### src/core/ssp_defines.vh
// register offsets, field positions, reset values and timing counts
// assumes inclusion by bare name from the status/peek core files
`ifndef SSP_DEFINES_VH
`define SSP_DEFINES_VH

// byte offsets on the avalon bus (word aligned)
`define SSP_OFS_CONTROL   6'h00
`define SSP_OFS_STATUS    6'h04
`define SSP_OFS_PEEK      6'h08
`define SSP_OFS_RELEASE   6'h0C
`define SSP_OFS_HOLD      6'h10
`define SSP_OFS_IRQ_STAT  6'h14
`define SSP_OFS_IRQ_MASK  6'h18

// status word field positions
`define SSP_ST_BITCNT_LSB 0
`define SSP_ST_BUSY       6
`define SSP_ST_RX_EMPTY   7
`define SSP_ST_RX_FULL    8
`define SSP_ST_TX_EMPTY   9
`define SSP_ST_TX_FULL    10
`define SSP_ST_RX_LVL_LSB 12
`define SSP_ST_TX_LVL_LSB 20

// control word fields
`define SSP_CT_LEN_LSB    0
`define SSP_CT_ENABLE     6

// interrupt event bits
`define SSP_EV_DONE       0
`define SSP_EV_RX_DATA    1
`define SSP_EV_TX_EMPTY   2
`define SSP_EV_TX_DROP    3

// reset values
`define SSP_PEEK_RESET    16'h0000
`define SSP_LEN_RESET     6'h08

// minimum chip-select high time in ns and in clock cycles at 125 MHz
`define SSP_CS_HIGH_NS    40
`define SSP_CLK_MHZ       125
`define SSP_CS_HIGH_CYC   ((`SSP_CS_HIGH_NS * `SSP_CLK_MHZ + 999) / 1000)

`endif

### src/core/ssp_fifo_mem.v
// small dual-port word store for the receive queue
// assumes one clock; read data come out of a register
`timescale 1ns/1ps
module ssp_fifo_mem #(
  parameter WIDTH = 16,
  parameter AW    = 2
) (
  input  wire             i_clock,
  input  wire             i_enable,
  input  wire             i_wr,
  input  wire [AW-1:0]    i_wr_addr,
  input  wire [WIDTH-1:0] i_wr_data,
  input  wire [AW-1:0]    i_rd_addr,
  output reg  [WIDTH-1:0] o_rd_data
);
  reg [WIDTH-1:0] mem [0:(1<<AW)-1];

  // write port and registered read port
  always @(posedge i_clock) begin
    if (i_enable) begin
      if (i_wr) begin
        mem[i_wr_addr] <= i_wr_data;
      end
      o_rd_data <= mem[i_rd_addr];
    end
  end
endmodule

### src/core/ssp_status_peek.v
// How it works
// - rx empty flag set when rx queue empty
// - rx full flag set when rx queue full
// - tx full flag set when tx queue full
// - tx empty flag set when tx queue empty
// - read-only transmit queue level
// - read-only receive queue level
// - busy bit set while transferring
// - busy clears after tx empty and cs-high
// - bit counter loads length, counts down
// - peek reads rx head without popping
// - release port write deasserts cs after
// - hold port write keeps cs asserted if tx queue not empty
// - data read pops; empty returns last word
// - write to full tx queue is dropped
//
// status, peek and data ports of an auxiliary spi master with its shifter
// assumes avalon-mm slave bus on i_clock; spi pins from outside the domain
`timescale 1ns/1ps
`include "ssp_defines.vh"
module ssp_status_peek #(
  parameter AW        = 2,
  parameter CS_HIGH   = `SSP_CS_HIGH_CYC,
  parameter DIV_HALF  = 10
) (
  input  wire        i_clock,
  input  wire        i_reset,
  input  wire        i_enable,
  input  wire [5:0]  i_address,
  input  wire        i_read,
  input  wire        i_write,
  input  wire [31:0] i_writedata,
  output reg  [31:0] o_readdata,
  output wire        o_waitrequest,
  output wire        o_irq,
  output reg         o_sclk,
  output reg         o_mosi,
  input  wire        i_miso,
  output reg         o_cs_n
);
  localparam DEPTH = 1 << AW;
  localparam [AW:0] FULL_LVL = DEPTH;
  // shifter states, one-hot
  localparam [3:0] S_IDLE = 4'b0001;
  localparam [3:0] S_LOAD = 4'b0010;
  localparam [3:0] S_SHIFT = 4'b0100;
  localparam [3:0] S_GAP = 4'b1000;

  // full when level equals depth
  function is_full;
    input [AW:0] lvl;
    begin
      is_full = (lvl == FULL_LVL);
    end
  endfunction

  // empty when level is zero
  function is_empty;
    input [AW:0] lvl;
    begin
      is_empty = (lvl == {(AW+1){1'b0}});
    end
  endfunction

  reg  [3:0]    state_reg;
  reg  [AW:0]   tx_lvl_reg;
  reg  [AW:0]   rx_lvl_reg;
  reg  [AW-1:0] tx_wp_reg;
  reg  [AW-1:0] tx_rp_reg;
  reg  [AW-1:0] rx_wp_reg;
  reg  [AW-1:0] rx_rp_reg;
  reg  [16:0]   tx_hold_mem [0:DEPTH-1];
  reg  [5:0]    len_reg;
  reg           en_reg;
  reg  [5:0]    bitcnt_reg;
  reg  [15:0]   shift_reg;
  reg  [15:0]   last_rx_reg;
  reg           cur_hold_reg;
  reg  [7:0]    div_reg;
  reg  [7:0]    gap_reg;
  reg  [3:0]    irq_stat_reg;
  reg  [3:0]    irq_mask_reg;
  reg  [1:0]    miso_sync_reg;
  reg           ack_reg;
  wire [15:0]   rx_head;
  wire [15:0]   rx_mem_q;
  wire          rx_push;
  wire          rx_pop;
  wire          tx_push;
  wire          tx_pop;
  wire          acc;
  wire          data_port;
  wire          tx_full;
  wire          tx_empty;
  wire          rx_full;
  wire          rx_empty;
  wire          busy;
  wire [31:0]   status_word;
  wire [3:0]    events;
  wire          miso_s;

  // queue flags come straight from the levels
  assign tx_full  = is_full(tx_lvl_reg);
  assign tx_empty = is_empty(tx_lvl_reg);
  assign rx_full  = is_full(rx_lvl_reg);
  assign rx_empty = is_empty(rx_lvl_reg);
  // busy until queue drained and cs high time served
  assign busy = ~tx_empty | (state_reg != S_IDLE);
  assign miso_s = miso_sync_reg[1];

  // bus handshake: one wait cycle, answer on second edge
  assign acc = (i_read | i_write) & ~ack_reg & i_enable;
  assign o_waitrequest = ~ack_reg;
  assign data_port = (i_address == `SSP_OFS_RELEASE) |
                     (i_address == `SSP_OFS_HOLD);
  assign tx_push = ack_reg & i_write & data_port & ~tx_full;
  assign rx_pop  = ack_reg & i_read & data_port & ~rx_empty;
  assign tx_pop  = (state_reg == S_IDLE) & en_reg & ~tx_empty;
  assign rx_push = (state_reg == S_SHIFT) & (bitcnt_reg == 6'h01) &
                   (div_reg == DIV_HALF[7:0]) & o_sclk & ~rx_full;

  // receive head is the registered memory output after pointer settles
  assign rx_head = rx_empty ? `SSP_PEEK_RESET : rx_mem_q;

  assign status_word = {4'h0, {(8-AW-1){1'b0}}, tx_lvl_reg,
                        {(8-AW-1){1'b0}}, rx_lvl_reg,
                        1'b0, tx_full, tx_empty, rx_full, rx_empty,
                        busy, bitcnt_reg};

  assign events = {tx_push == 1'b0 && ack_reg && i_write && data_port,
                   tx_pop & (tx_lvl_reg == {{AW{1'b0}}, 1'b1}),
                   rx_push,
                   (state_reg == S_GAP) && (gap_reg == 8'h01)};
  assign o_irq = |(irq_stat_reg & irq_mask_reg);

  // receive queue storage
  ssp_fifo_mem #(
    .WIDTH (16),
    .AW    (AW)
  ) u_rx_mem (
    .i_clock   (i_clock),
    .i_enable  (i_enable),
    .i_wr      (rx_push),
    .i_wr_addr (rx_wp_reg),
    .i_wr_data ({shift_reg[14:0], miso_s}),
    .i_rd_addr (rx_pop ? rx_rp_reg + 1'b1 : rx_rp_reg),
    .o_rd_data (rx_mem_q)
  );

  // transmit queue storage: data plus hold-cs flag
  always @(posedge i_clock) begin
    if (i_enable && tx_push) begin
      tx_hold_mem[tx_wp_reg] <= {i_address == `SSP_OFS_HOLD,
                                 i_writedata[15:0]};
    end
  end

  // miso synchroniser
  always @(posedge i_clock or posedge i_reset) begin
    if (i_reset) begin
      miso_sync_reg <= 2'b00;
    end else if (i_enable) begin
      miso_sync_reg <= {miso_sync_reg[0], i_miso};
    end
  end

  // bus slave: acknowledge, read mux, control and irq registers
  always @(posedge i_clock or posedge i_reset) begin
    if (i_reset) begin
      ack_reg      <= 1'b0;
      o_readdata   <= 32'h0000_0000;
      len_reg      <= `SSP_LEN_RESET;
      en_reg       <= 1'b0;
      irq_mask_reg <= 4'h0;
      irq_stat_reg <= 4'h0;
    end else if (i_enable) begin
      ack_reg <= acc;
      irq_stat_reg <= irq_stat_reg | events;
      if (acc && i_read) begin
        if (i_address == `SSP_OFS_CONTROL) begin
          o_readdata <= {25'h0, en_reg, len_reg};
        end else if (i_address == `SSP_OFS_STATUS) begin
          o_readdata <= status_word;
        end else if (i_address == `SSP_OFS_PEEK) begin
          o_readdata <= {16'h0000, rx_head};
        end else if (data_port) begin
          o_readdata <= {16'h0000, rx_empty ? last_rx_reg : rx_head};
        end else if (i_address == `SSP_OFS_IRQ_STAT) begin
          o_readdata <= {28'h0, irq_stat_reg};
          irq_stat_reg <= events;  // clear on read, new events win
        end else if (i_address == `SSP_OFS_IRQ_MASK) begin
          o_readdata <= {28'h0, irq_mask_reg};
        end else begin
          o_readdata <= 32'h0000_0000;
        end
      end
      if (ack_reg && i_write) begin
        if (i_address == `SSP_OFS_CONTROL) begin
          len_reg <= i_writedata[`SSP_CT_LEN_LSB+5:`SSP_CT_LEN_LSB];
          en_reg  <= i_writedata[`SSP_CT_ENABLE];
        end else if (i_address == `SSP_OFS_IRQ_MASK) begin
          irq_mask_reg <= i_writedata[3:0];
        end
      end
    end
  end

  // queue pointers and levels
  always @(posedge i_clock or posedge i_reset) begin
    if (i_reset) begin
      tx_lvl_reg <= {(AW+1){1'b0}};
      rx_lvl_reg <= {(AW+1){1'b0}};
      tx_wp_reg  <= {AW{1'b0}};
      tx_rp_reg  <= {AW{1'b0}};
      rx_wp_reg  <= {AW{1'b0}};
      rx_rp_reg  <= {AW{1'b0}};
    end else if (i_enable) begin
      if (tx_push) begin
        tx_wp_reg <= tx_wp_reg + 1'b1;
      end
      if (tx_pop) begin
        tx_rp_reg <= tx_rp_reg + 1'b1;
      end
      if (tx_push != tx_pop) begin
        tx_lvl_reg <= tx_push ? tx_lvl_reg + 1'b1 : tx_lvl_reg - 1'b1;
      end
      if (rx_push) begin
        rx_wp_reg <= rx_wp_reg + 1'b1;
      end
      if (rx_pop) begin
        rx_rp_reg <= rx_rp_reg + 1'b1;
      end
      if (rx_push != rx_pop) begin
        rx_lvl_reg <= rx_push ? rx_lvl_reg + 1'b1 : rx_lvl_reg - 1'b1;
      end
    end
  end

  // shifter: load word, clock bits msb first, then cs high gap unless a hold word has more queued
  always @(posedge i_clock or posedge i_reset) begin
    if (i_reset) begin
      state_reg    <= S_IDLE;
      bitcnt_reg   <= 6'h00;
      shift_reg    <= 16'h0000;
      last_rx_reg  <= 16'h0000;
      cur_hold_reg <= 1'b0;
      div_reg      <= 8'h00;
      gap_reg      <= 8'h00;
      o_sclk       <= 1'b0;
      o_mosi       <= 1'b0;
      o_cs_n       <= 1'b1;
    end else if (i_enable) begin
      case (state_reg)
        S_IDLE: begin
          if (tx_pop) begin
            {cur_hold_reg, shift_reg} <= tx_hold_mem[tx_rp_reg];
            bitcnt_reg <= len_reg;
            state_reg  <= S_LOAD;
          end
        end
        S_LOAD: begin
          // five bits of length so that a 16-bit word is not shifted out
          shift_reg <= shift_reg << (5'd16 - len_reg[4:0]);
          o_cs_n    <= 1'b0;
          div_reg   <= 8'h00;
          state_reg <= S_SHIFT;
        end
        S_SHIFT: begin
          o_mosi <= shift_reg[15];
          if (div_reg == DIV_HALF[7:0]) begin
            div_reg <= 8'h00;
            o_sclk  <= ~o_sclk;
            if (o_sclk) begin
              shift_reg  <= {shift_reg[14:0], miso_s};
              bitcnt_reg <= bitcnt_reg - 6'h01;
              if (bitcnt_reg == 6'h01) begin
                last_rx_reg <= {shift_reg[14:0], miso_s};
                if (cur_hold_reg && !tx_empty) begin
                  state_reg <= S_IDLE;
                end else begin
                  o_cs_n    <= 1'b1;
                  gap_reg   <= CS_HIGH[7:0];
                  state_reg <= S_GAP;
                end
              end
            end
          end else begin
            div_reg <= div_reg + 8'h01;
          end
        end
        S_GAP: begin
          if (gap_reg <= 8'h01) begin
            state_reg <= S_IDLE;
          end else begin
            gap_reg <= gap_reg - 8'h01;
          end
        end
        default: begin
          state_reg <= S_IDLE;
        end
      endcase
    end
  end
endmodule

### config.mk
export PLATFORM = sky130hd
export DESIGN_NAME = ssp_status_peek
export DESIGN_NICKNAME = d
export VERILOG_FILES = /design/src/core/ssp_fifo_mem.v /design/src/core/ssp_status_peek.v
export VERILOG_INCLUDE_DIRS = /design/src /design/src/core
export SDC_FILE = /design/constraint.sdc
export NUM_CORES = 1
export LEC_CHECK = 0
export BUFFER_PORTS_ARGS = -buffer_cell sky130_fd_sc_hd__buf_2
export CORE_UTILIZATION = 45
export DETAILED_ROUTE_END_ITERATION = 8
export SETUP_SLACK_MARGIN = 0.4
export SYNTH_ARGS = -nofsm -noshare
export SYNTH_HDL_FRONTEND = slang
export SYNTH_SLANG_ARGS = --single-unit
### constraint.sdc
create_clock -name i_clock -period 8.62 [get_ports i_clock]
set_input_delay 1.293 -clock i_clock [delete_from_list [all_inputs] [get_ports i_clock]]
set_output_delay 1.293 -clock i_clock [all_outputs]
set_load 0.02 [all_outputs]
Word-level counts from Yosys, hierarchy flattened
Memory sizes are Yosys's and may differ from the RTL's. A register that Yosys moved wholly into a read port is not among the register bits.
Cells that the tools add are included.
{"block": "totals", "regBits": 126, "ram_bits": 132, "input_bits": 44, "output_inout_bits": 37, "word_cells": 178, "n_memories": 2}
{"block": "classes", "add_sub_neg": 12, "order_cmp": 1, "n_eq_ne": 26, "n_shift": 1, "muxes": 50, "n_bitwise": 28, "reduce_logical": 35}
{"name": "tx_hold_mem", "depth": 4, "width": 17, "rd": 1, "rd_ports_with_merged_regs": 0, "wr": 1, "line_no": "ssp_status_peek.v:72", "source": "reg [16:0] tx_hold_mem [0:DEPTH-1];"}
{"name": "u_rx_mem.mem", "depth": 4, "width": 16, "rd": 1, "rd_ports_with_merged_regs": 1, "wr": 1, "line_no": "ssp_fifo_mem.v:16", "source": "reg [WIDTH-1:0] mem [0:(1<<AW)-1];"}
{"operator": "$mux W16", "n": 7}
{"operator": "$mux W4", "n": 14}
{"operator": "$mux W8", "n": 6}
{"operator": "$pmux W16 S3", "n": 1}
{"operator": "$mux W23", "n": 2}
{"operator": "$pmux W8 S2", "n": 2}
{"operator": "$eq A6 B5 Y1 const B", "n": 3}
{"operator": "$mux W6", "n": 3}
{"operator": "$pmux W4 S4", "n": 1}
{"operator": "$reduce_and A2 Y1", "n": 8}
{"operator": "$shl A16 B5 Y16", "n": 1}
{"operator": "$and A1 B1 Y1", "n": 15}
{"operator": "$reduce_and A5 Y1", "n": 3}
{"operator": "$eq A6 B4 Y1 const B", "n": 2}
{"operator": "$pmux W6 S2", "n": 1}
{"operator": "$reduce_and A6 Y1", "n": 2}
{"operator": "$mux W1", "n": 9}
{"operator": "$reduce_and A3 Y1", "n": 3}
{"operator": "$add A2 B1 Y2 const B", "n": 4}
{"operator": "$add A8 B1 Y8 const B", "n": 1}
{"operator": "$eq A8 B1 Y1 const B", "n": 1}
{"operator": "$eq A8 B4 Y1 const B", "n": 1}
{"operator": "$le A8 B1 Y1 const B", "n": 1}
{"operator": "$logic_and A1 B1 Y1", "n": 8}
{"operator": "32 further kinds", "n": 54}

Logic depth before layout (Yosys ltp)
Gate-level depths: netlist of run 1.
{"block": "logic_depth", "depth_word": 15, "mapped_depth": 11, "depth_no_buf": 9}

Cells and area by module
A second synthesis of run 1 with hierarchy kept.
{"block": "hier_totals", "cells_unflattened": 862, "area_unflattened_um2": 12014.0}
{"module": "ssp_status_peek", "n_inst": 1, "cells_per_inst": 758, "area_per_inst_um2": 9148.8, "seq_area_each_um2": 4873.4}
{"module": "ssp_fifo_mem", "n_inst": 1, "cells_per_inst": 104, "area_per_inst_um2": 2865.2, "seq_area_each_um2": 2402.3}

Worst setup path after synthesis of run 1
OpenSTA, ideal clock, no wires.
{"block": "synth_timing", "path_kind": "input -> register", "startpoint": "input port i_address[4]", "endpoint": "register u_rx_mem.o_rd_data[2], read port of u_rx_mem.mem, data pin", "setup_time_ns": 0.279, "arrival_time_ns": 2.884, "required_ns": 8.341, "slack_ns": 5.458, "cell_stages": 8, "path_buffers": 3, "path_cell_list": "clkbuf_1 nor3b_2 o21ai_2 or3_1 clkbuf_1 buf_2 o31ai_1 a22oi_1"}
{"block": "synth_via", "elab_chain_len": 5, "elab_cells_between_ends": 6, "classes_between": "eq/ne: 2; mux: 1; bitwise: 3"}
{"element": "start, declared", "line_no": "ssp_status_peek.v:29", "source": "input wire [5:0] i_address,"}
{"element": "$eq A6 B4 Y1 (no source line) / $eq A6 B5 Y1 (equally long branches)"}
{"element": "$or A1 B1 Y1 (*)", "line_no": "ssp_status_peek.v:114", "source": "assign data_port = (i_address == `SSP_OFS_RELEASE) |"}
{"element": "$and A1 B1 Y1 (*) (2 in a row)", "line_no": "ssp_status_peek.v:117", "source": "assign rx_pop = ack_reg & i_read & data_port & ~rx_empty;"}
{"element": "$mux W2 (*)"}
{"element": "end, declared", "line_no": "ssp_fifo_mem.v:14", "source": "output reg [WIDTH-1:0] o_rd_data"}
Every way passes the cells marked *; elsewhere a longest branch is shown, timed or not.
A chain may end at the register's enable or synchronous reset.

Final worst setup path of run 1
{"block": "layout_timing", "startpoint": "input port i_address[5]", "endpoint": "register u_rx_mem.o_rd_data[12], read port of u_rx_mem.mem, data pin"}
The elaborated chain is that of the path after synthesis.

==> impl_metrics.py, run 1 <==
metrics = {
    "run_status": {
        "outcome": "finished clean",
    },
    "routing": {
        "wirelength_mm": 30.26,
        "viasPerCell": 6.021,
        "routedWlPerCell_um": 21.51,
        "antenna_left": 0,
        "drcViolationCount": 0,
        "drt_iter0_drc": 737,
        "dr_total_vias": 8471,
        "firstDrtPassIters": 8,
    },
    "sta": {
        "tightest_slew_ns": 1.242,
        "fin_setup_tns_ns": 0,
        "rsz0062_at_grt": "no",
        "hold_viol_final": 0,
        "setup_viol": 0,
        "layout_min_cycle_time_ns": 3.616,
        "slew_headroom": 0.1723,
        "drv_slew": 0,
        "max_freq_ghz": 0.2765,
        "fin_skew_ns": 0.02456,
        "min_period_over_period": 0.4195,
        "worst_slack_ns": 5.004,
    },
    "global_route": {
        "grt.overflow.total": 0,
        "grt_max_degree": 64,
        "grt_usage": 0.2150,
        "grt_pass1_wl_mm": 47.06,
        "antenna_found_initial": 1,
        "grt_pass1_vias": 8159,
    },
    "yosys": {
        "netlist_area_um2": 12600,
        "avgSynthCellArea_um2": 12.80,
        "ys.flop_type": "edfxtp_1",
        "synth.distinct_cells": 84,
        "synthArstFlopShare": 0.4330,
        "synth_seq_cells": 261,
        "yosysSeqAreaShare": 0.5772,
        "ys_warn_count": 0,
        "netlist_instances": 985,
        "synth-edff-count": 148,
    },
    "placed_design": {
        "dp_hpwl_mm": 19.98,
        "gp_congestion": 0.8173,
        "dpl_cell_area_um2": 13070,
        "place_ws_ns": 4.550,
        "io_buffers": 51,
    },
    "power_and_ir_drop": {
        "switchingPower_mw": 0.9170,
        "p_per_area_nw_per_um2": 233.8,
        "leakagePower_nw": 5.243,
        "power_frac_seq": 0.502,
        "vdd_drop_max_v": 0.0002259,
        "p_int_mw": 2.347,
        "comb_power_share": 0.137,
        "swShare": 0.2809,
        "clock_power_share": 0.362,
    },
    "worst_setup_path": {
        "cp-end-kind": "flip-flop",
        "worstSetupStartpointType": "input pin",
        "crit_required_ns": 8.89,
        "r2r-start": "len_reg[0]$_DFFE_PP0P_",
        "crit_path_end": "u_rx_mem.o_rd_data[12]$_DFFE_PP_",
        "cp.arrival_ns": 3.89,
        "ff2ff_path_depth": 7,
        "r2r_slack_ns": 5.22,
        "worstPathMaxFanout": 32,
        "r2r_end": "shift_reg[7]$_DFFE_PP0P_",
        "worstSetupPathType": "input pin to flip-flop",
        "worstSetupStartpoint": "i_address[5]",
    },
    "layout": {
        "final_layout_size_suffix_gt1_frac": 0.2019,
        "largest_register": "tx_hold_mem",
        "num_antenna_cells": 0,
        "regArea_um2": 7276,
        "largest_register_ffs": 68,
        "multi_input_area_um2": 4895,
        "finalNetCount": 1077,
        "finalInstanceArea_um2": 13960,
        "nFillCells": 2354,
        "area_growth_syn_to_layout_pct": 10.78,
        "reg_top3": "tx_hold_mem (68), u_rx_mem.mem (64), o_readdata (19)",
    },
    "clock_network": {
        "cts_resized": 0,
        "post_cts_buffers": 0,
        "cts-root-buf": "clkbuf_16",
        "clkSinkCount": 261,
        "clockBufferDepth": 3,
        "cts_buffers": 28,
        "clk_latency_ns": 0.55,
        "clk_pin_slew_ns": 0.06,
        "cts_tree": "done",
        "ctsHoldBuffers": 0,
        "cts_max_level": 1,
    },
    "floorplan": {
        "start_util": 0.4625,
        "num_io_pins": 81,
        "core_um2": 27250,
        "rows": 60,
        "die_h_um": 169.4,
        "die_x_um": 169.4,
        "dieArea_um2": 28680,
    },
    "worst_hold_path": {
        "min_path_type": "flip-flop to flip-flop",
    },
    "run": {
        "drv_cap": 0,
    },
}
## layer usage
layer,global-route usage,vias to the layer above,share of wire
met3,0.02799,46,0.059
met1,0.3141,4244,0.46
met4,0.05562,2,0.019
li1,-,3878,-
met2,0.3392,301,0.46
met5,0,-,0.00063
## power groups by stage
stage	logic (mW)	registers, mW	clock network [mW]
global placement	0.440	1.66	0
detailed placement	0.446	1.66	0
finish	0.446	1.64	1.18
CTS	0.448	1.64	1.20
global route	0.494	1.66	1.25
floorplan	0.347	1.57	0
## final cells by class
class / instances / area share
flip-flops and latches: 261 / 0.5211
multi-input cells: 635 / 0.3505
clock buffers: 35 / 0.05358
well taps: 372 / 0.03333
repair buffers: 61 / 0.02366
clock inverters: 17 / 0.01066
inverters: 26 / 0.007168
## cell families after synthesis
kind of cell / synth area share
fa+ha+maj: 0.02045
compound gates: 0.1436
other cells: 0.0002975
flops: 0.5772
simple gates: 0.1021
xor+xnor: 0.01042
buf+inv: 0.03851
mux: 0.1073
## how the worst min path moves through the flow
stage | cells after the start | end | start
floorplan | 1 | div_reg[7]$_DFFE_PP0P_ | div_reg[7]$_DFFE_PP0P_
global placement | 2 | o_readdata[22]$_DFFE_PP0P_ | o_readdata[22]$_DFFE_PP0P_
detailed placement | 2 | o_readdata[22]$_DFFE_PP0P_ | o_readdata[22]$_DFFE_PP0P_
CTS | 2 | o_readdata[22]$_DFFE_PP0P_ | o_readdata[22]$_DFFE_PP0P_
global route | 2 | o_readdata[15]$_DFFE_PP0P_ | o_readdata[15]$_DFFE_PP0P_
finish | 2 | o_readdata[22]$_DFFE_PP0P_ | o_readdata[22]$_DFFE_PP0P_
## synthesized netlist by cell type, drive strengths merged, types with 6 or more instances
master | number | area share
a21oi | 34 | 0.014
a221oi | 10 | 0.0069
a222oi | 9 | 0.0071
a22oi | 30 | 0.018
a31oi | 14 | 0.0074
and2 | 7 | 0.0040
and3 | 15 | 0.0074
buf | 33 | 0.018
clkbuf | 42 | 0.013
dfrtp | 110 | 0.22
edfxtp | 148 | 0.35
ha | 19 | 0.019
inv | 26 | 0.0077
mux2 | 58 | 0.052
mux2i | 20 | 0.016
mux4 | 22 | 0.039
nand2 | 61 | 0.018
nand2b | 11 | 0.0055
nand3 | 22 | 0.0087
nor2 | 41 | 0.012
nor3 | 12 | 0.0057
nor4 | 6 | 0.0042
o21ai | 57 | 0.023
o221ai | 33 | 0.023
o31ai | 26 | 0.015
or3 | 25 | 0.013
or4 | 6 | 0.0039
xnor2 | 13 | 0.0090
## stage by stage
stage | hold slack, ns | cells | utilization | total power [mW]
after floorplan | 0.4469 | 997 | - | 1.912
after global placement | 0.4559 | 1355 | 0.4795 | 2.096
after detailed placement | 0.4526 | 1355 | 0.4795 | 2.110
after CTS | 0.4664 | 1407 | 0.5124 | 3.284
after global routing | 0.5124 | 1407 | 0.5124 | 3.397
final | 0.4580 | 1407 | 0.5124 | 3.264
## layout by cell type, fill, tap and decap left out, drive strengths merged, types with 5 or more instances in the layout
cell     synthesis  final
conb             1     13
a221oi          10     10
nand3b           5      5
inv             26     26
edfxtp         148    148
clkinv           0     13
nor2            41     41
buf             33     61
o22ai            5      5
o21ai           57     57
a31oi           14     14
mux4            22     22
a22o             5      5
dfrtp          110    110
nand2b          11     11
a22oi           30     30
mux2            58     58
nor4             6      6
and2             7      7
nor3            12     12
a2bb2oi          5      5
or4              6      6
o221ai          33     33
ha              19     19
xnor2           13     13
nor4b            5      5
a21oi           34     34
mux2i           20     20
and3            15     15
o31ai           26     26
nand3           22     22
clkbuf          42     35
a222oi           9      9
nand2           61     61
or3             25     25
## worst max-delay path: stages
cell	delay, ns
buf_2	0.10
nor3_1	0.79
o21ai_2	0.19
or3_1	0.90
o31ai_1	0.45
a22oi_1	0.13
Note: power is estimated with default switching activity, not from simulation.
==> run 2, diff against run 1 <==
Clock period 8.62 ns to 3 ns, I/O delays scaled along.
==> run 2 against run 1 <==
Compared with the run above: routed wire length up 1.4%; cell count up 3.2%; power rose to 2.9 times the previous value; design area up 3.6%; clock skew down 0.017 ns; non-clock buffer count up 42; critical path type is now flip-flop to flip-flop.
==> impl_metrics.py, run 2 (synthesis results as in run 1) <==
metrics = {
    "power_and_ir_drop": {
        "p_per_area_nw_per_um2": 663.8,
        "leakagePower_nw": 5.505,
        "vdd_drop_max_v": 0.0005195,
    },
    "layout": {
        "reg_top3": "tx_hold_mem (68), u_rx_mem.mem (64), o_readdata (19)",
        "final_cell_count_no_fill": 1452,
        "final_layout_size_suffix_gt1_frac": 0.2444,
        "largest_register": "tx_hold_mem",
        "largest_register_ffs": 68,
        "multi_input_area_um2": 4922,
        "area_growth_syn_to_layout_pct": 14.75,
        "regArea_um2": 7281,
        "finalNetCount": 1121,
        "nFillCells": 2302,
        "final_common_cell": "edfxtp_1",
        "final_util": 0.5308,
        "finalInstanceArea_um2": 14460,
        "final_cell_mix": "edfxtp_1 (148), dfrtp_1 (106), nand2_1 (60), mux2_2 (56), o21ai_0 (55)",
        "num_antenna_cells": 0,
    },
    "placed_design": {
        "placed_cells": 1395,
        "place_ws_ns": 0.2922,
        "io_buffers": 51,
        "dpl_cell_area_um2": 13450,
        "dp_hpwl_mm": 20.63,
        "gp_congestion": 0.8282,
    },
    "routing": {
        "wirelength_mm": 30.69,
        "routed.top_layer": "met4",
        "drcViolationCount": 0,
        "antenna_left": 0,
        "viasPerCell": 5.959,
        "dr_total_vias": 8652,
        "drt_iter0_drc": 782,
        "wl_met3_mm": 1.574,
        "routedWlPerCell_um": 21.13,
        "met2_length_mm": 14.18,
        "firstDrtPassIters": 6,
        "wl_met1_mm": 14.03,
    },
    "worst_setup_path": {
        "cp-end-kind": "flip-flop",
        "crit_buf_inv": 2,
        "cp_top_family": "simple AND/OR/NAND/NOR gates",
        "crit_required_ns": 3.43,
        "critPathMaxStageDelay_ns": 0.55,
        "worstSetupPathType": "flip-flop to flip-flop",
        "cp.arrival_ns": 2.93,
        "worstSetupStartpointType": "flip-flop",
        "cp_slowest_cell": "or4b_4",
        "r2r-start": "state_reg[1]$_DFFE_PP0P_",
        "worstPathMaxFanout": 14,
        "worstSetupStartpoint": "state_reg[1]$_DFFE_PP0P_",
        "crit_chain": "or4b_4, buf_6, nor3_2, buf_4, nand3_1, fa_1, a31oi_1, o221ai_1, xnor2_1",
    },
    "sta": {
        "slew_headroom": 0.4682,
        "rsz0062_at_grt": "yes",
        "hold_viol_final": 0,
        "worst_slack_ns": 0.4980,
        "layout_min_cycle_time_ns": 2.502,
        "setup_viol": 0,
        "fin_setup_tns_ns": 0,
        "tightest_slew_ns": 0.7978,
        "fin_skew_ns": 0.007485,
        "drv_slew": 0,
        "min_period_over_period": 0.8340,
        "max_freq_ghz": 0.3997,
    },
    "floorplan": {
        "rows": 60,
        "core_um2": 27250,
        "num_io_pins": 81,
        "die_x_um": 169.4,
        "die_h_um": 169.4,
        "dieArea_um2": 28680,
        "start_util": 0.4625,
    },
    "clock_network": {
        "cts_max_level": 1,
        "cts-root-buf": "clkbuf_16",
        "cts_buffers": 30,
        "clk_latency_ns": 0.55,
        "clockBufferDepth": 3,
        "clkSinkCount": 261,
        "clk_pin_slew_ns": 0.06,
        "cts_tree": "done",
    },
    "run": {
        "drv_cap": 0,
    },
    "run_status": {
        "outcome": "finished clean",
    },
    "global_route": {
        "grt_pass1_wl_mm": 48.24,
        "grt_pass1_vias": 8560,
        "grt.overflow.total": 0,
        "grt_usage": 0.2190,
        "antenna_found_initial": 1,
        "grt_max_degree": 61,
    },
    "worst_hold_path": {
        "min_path_type": "input pin to flip-flop",
        "worst_hold_startpoint": "i_writedata[15]",
    },
}
-- run 2: cell count changes in the layout (fill, tap and decap cells not counted), moves of 2 or more --
cell,change
clkbuf_16,+2
buf_6,+2
clkinv_1,-2
dfrtp_2,+4
buf_12,+6
buf_4,+33
dfrtp_1,-4
clkinvlp_4,+4
-- run 2: metrics by stage --
step	hold WS (ns)	power, mW
6_report	0.1150	9.600
5_1_grt	0.1047	9.992
4_1_cts	0.08992	9.663
3_5_place_dp	0.4529	6.102
3_3_place_gp	0.4481	6.072
2_1_floorplan	0.4469	5.499
-- run 2: timing repair --
item                                   4_1_cts  5_1_grt
gates resized for setup                      3        7
setup endpoints to repair                    1       37
buffers inserted                             0        1
endpoints found under the hold margin       11        0
hold buffers                                 1        0
pin swaps                                    0        1
-- run 2: worst reg2reg max path, stage by stage, from the launching register on --
cell      delay, ns
dfrtp_2        0.43
or4b_4         0.55
buf_6          0.17
nor3_2         0.11
buf_4          0.16
nand3_1        0.10
fa_1           0.40
a31oi_1        0.15
o221ai_1       0.15
xnor2_1        0.15
-- run 2: worst paths after layout --
| kind | end | slack, ns | cells after the start |
|---|---|---|---|
| worst min-delay path | tx_hold_mem[1][15]$_DFFE_PP_ | 0.12 | 1 |
| worst max register to register | rx_lvl_reg[2]$_DFFE_PP0P_ | 0.50 | 9 |
| worst max-delay path | rx_lvl_reg[2]$_DFFE_PP0P_ | 0.50 | 9 |
| worst min register to register | o_readdata[22]$_DFFE_PP0P_ | 0.46 | 2 |
| min in group asynchronous | shift_reg[7]$_DFFE_PP0P_ | 0.44 | 3 |
| max in group asynchronous | last_rx_reg[0]$_DFFE_PP0P_ | 1.92 | 4 |
-- run 2: final cells by class --
class                           instances  area share
Sequential cell                       261      0.5034
Multi-Input combinational cell        635      0.3403
Inverter                               26    0.007007
Clock inverter                         19     0.01168
Clock buffer                           36     0.05493
Timing Repair Buffer                  103     0.05052
Tap cell                              372     0.03218
-- run 2: where the power goes --
part | internal, mW | switching [mW]
sequential | 4.15 | 0.557
combinational | 0.631 | 0.701
clock | 2.13 | 1.44
-- run 2: metal layers --
| layer | track usage | vias to the layer above |
|---|---|---|
| met1 | 0.3123 | 4358 |
| met3 | 0.02822 | 70 |
| met2 | 0.3480 | 265 |
| li1 | - | 3959 |
| met4 | 0.07090 | 0 |
| met5 | 0 | - |
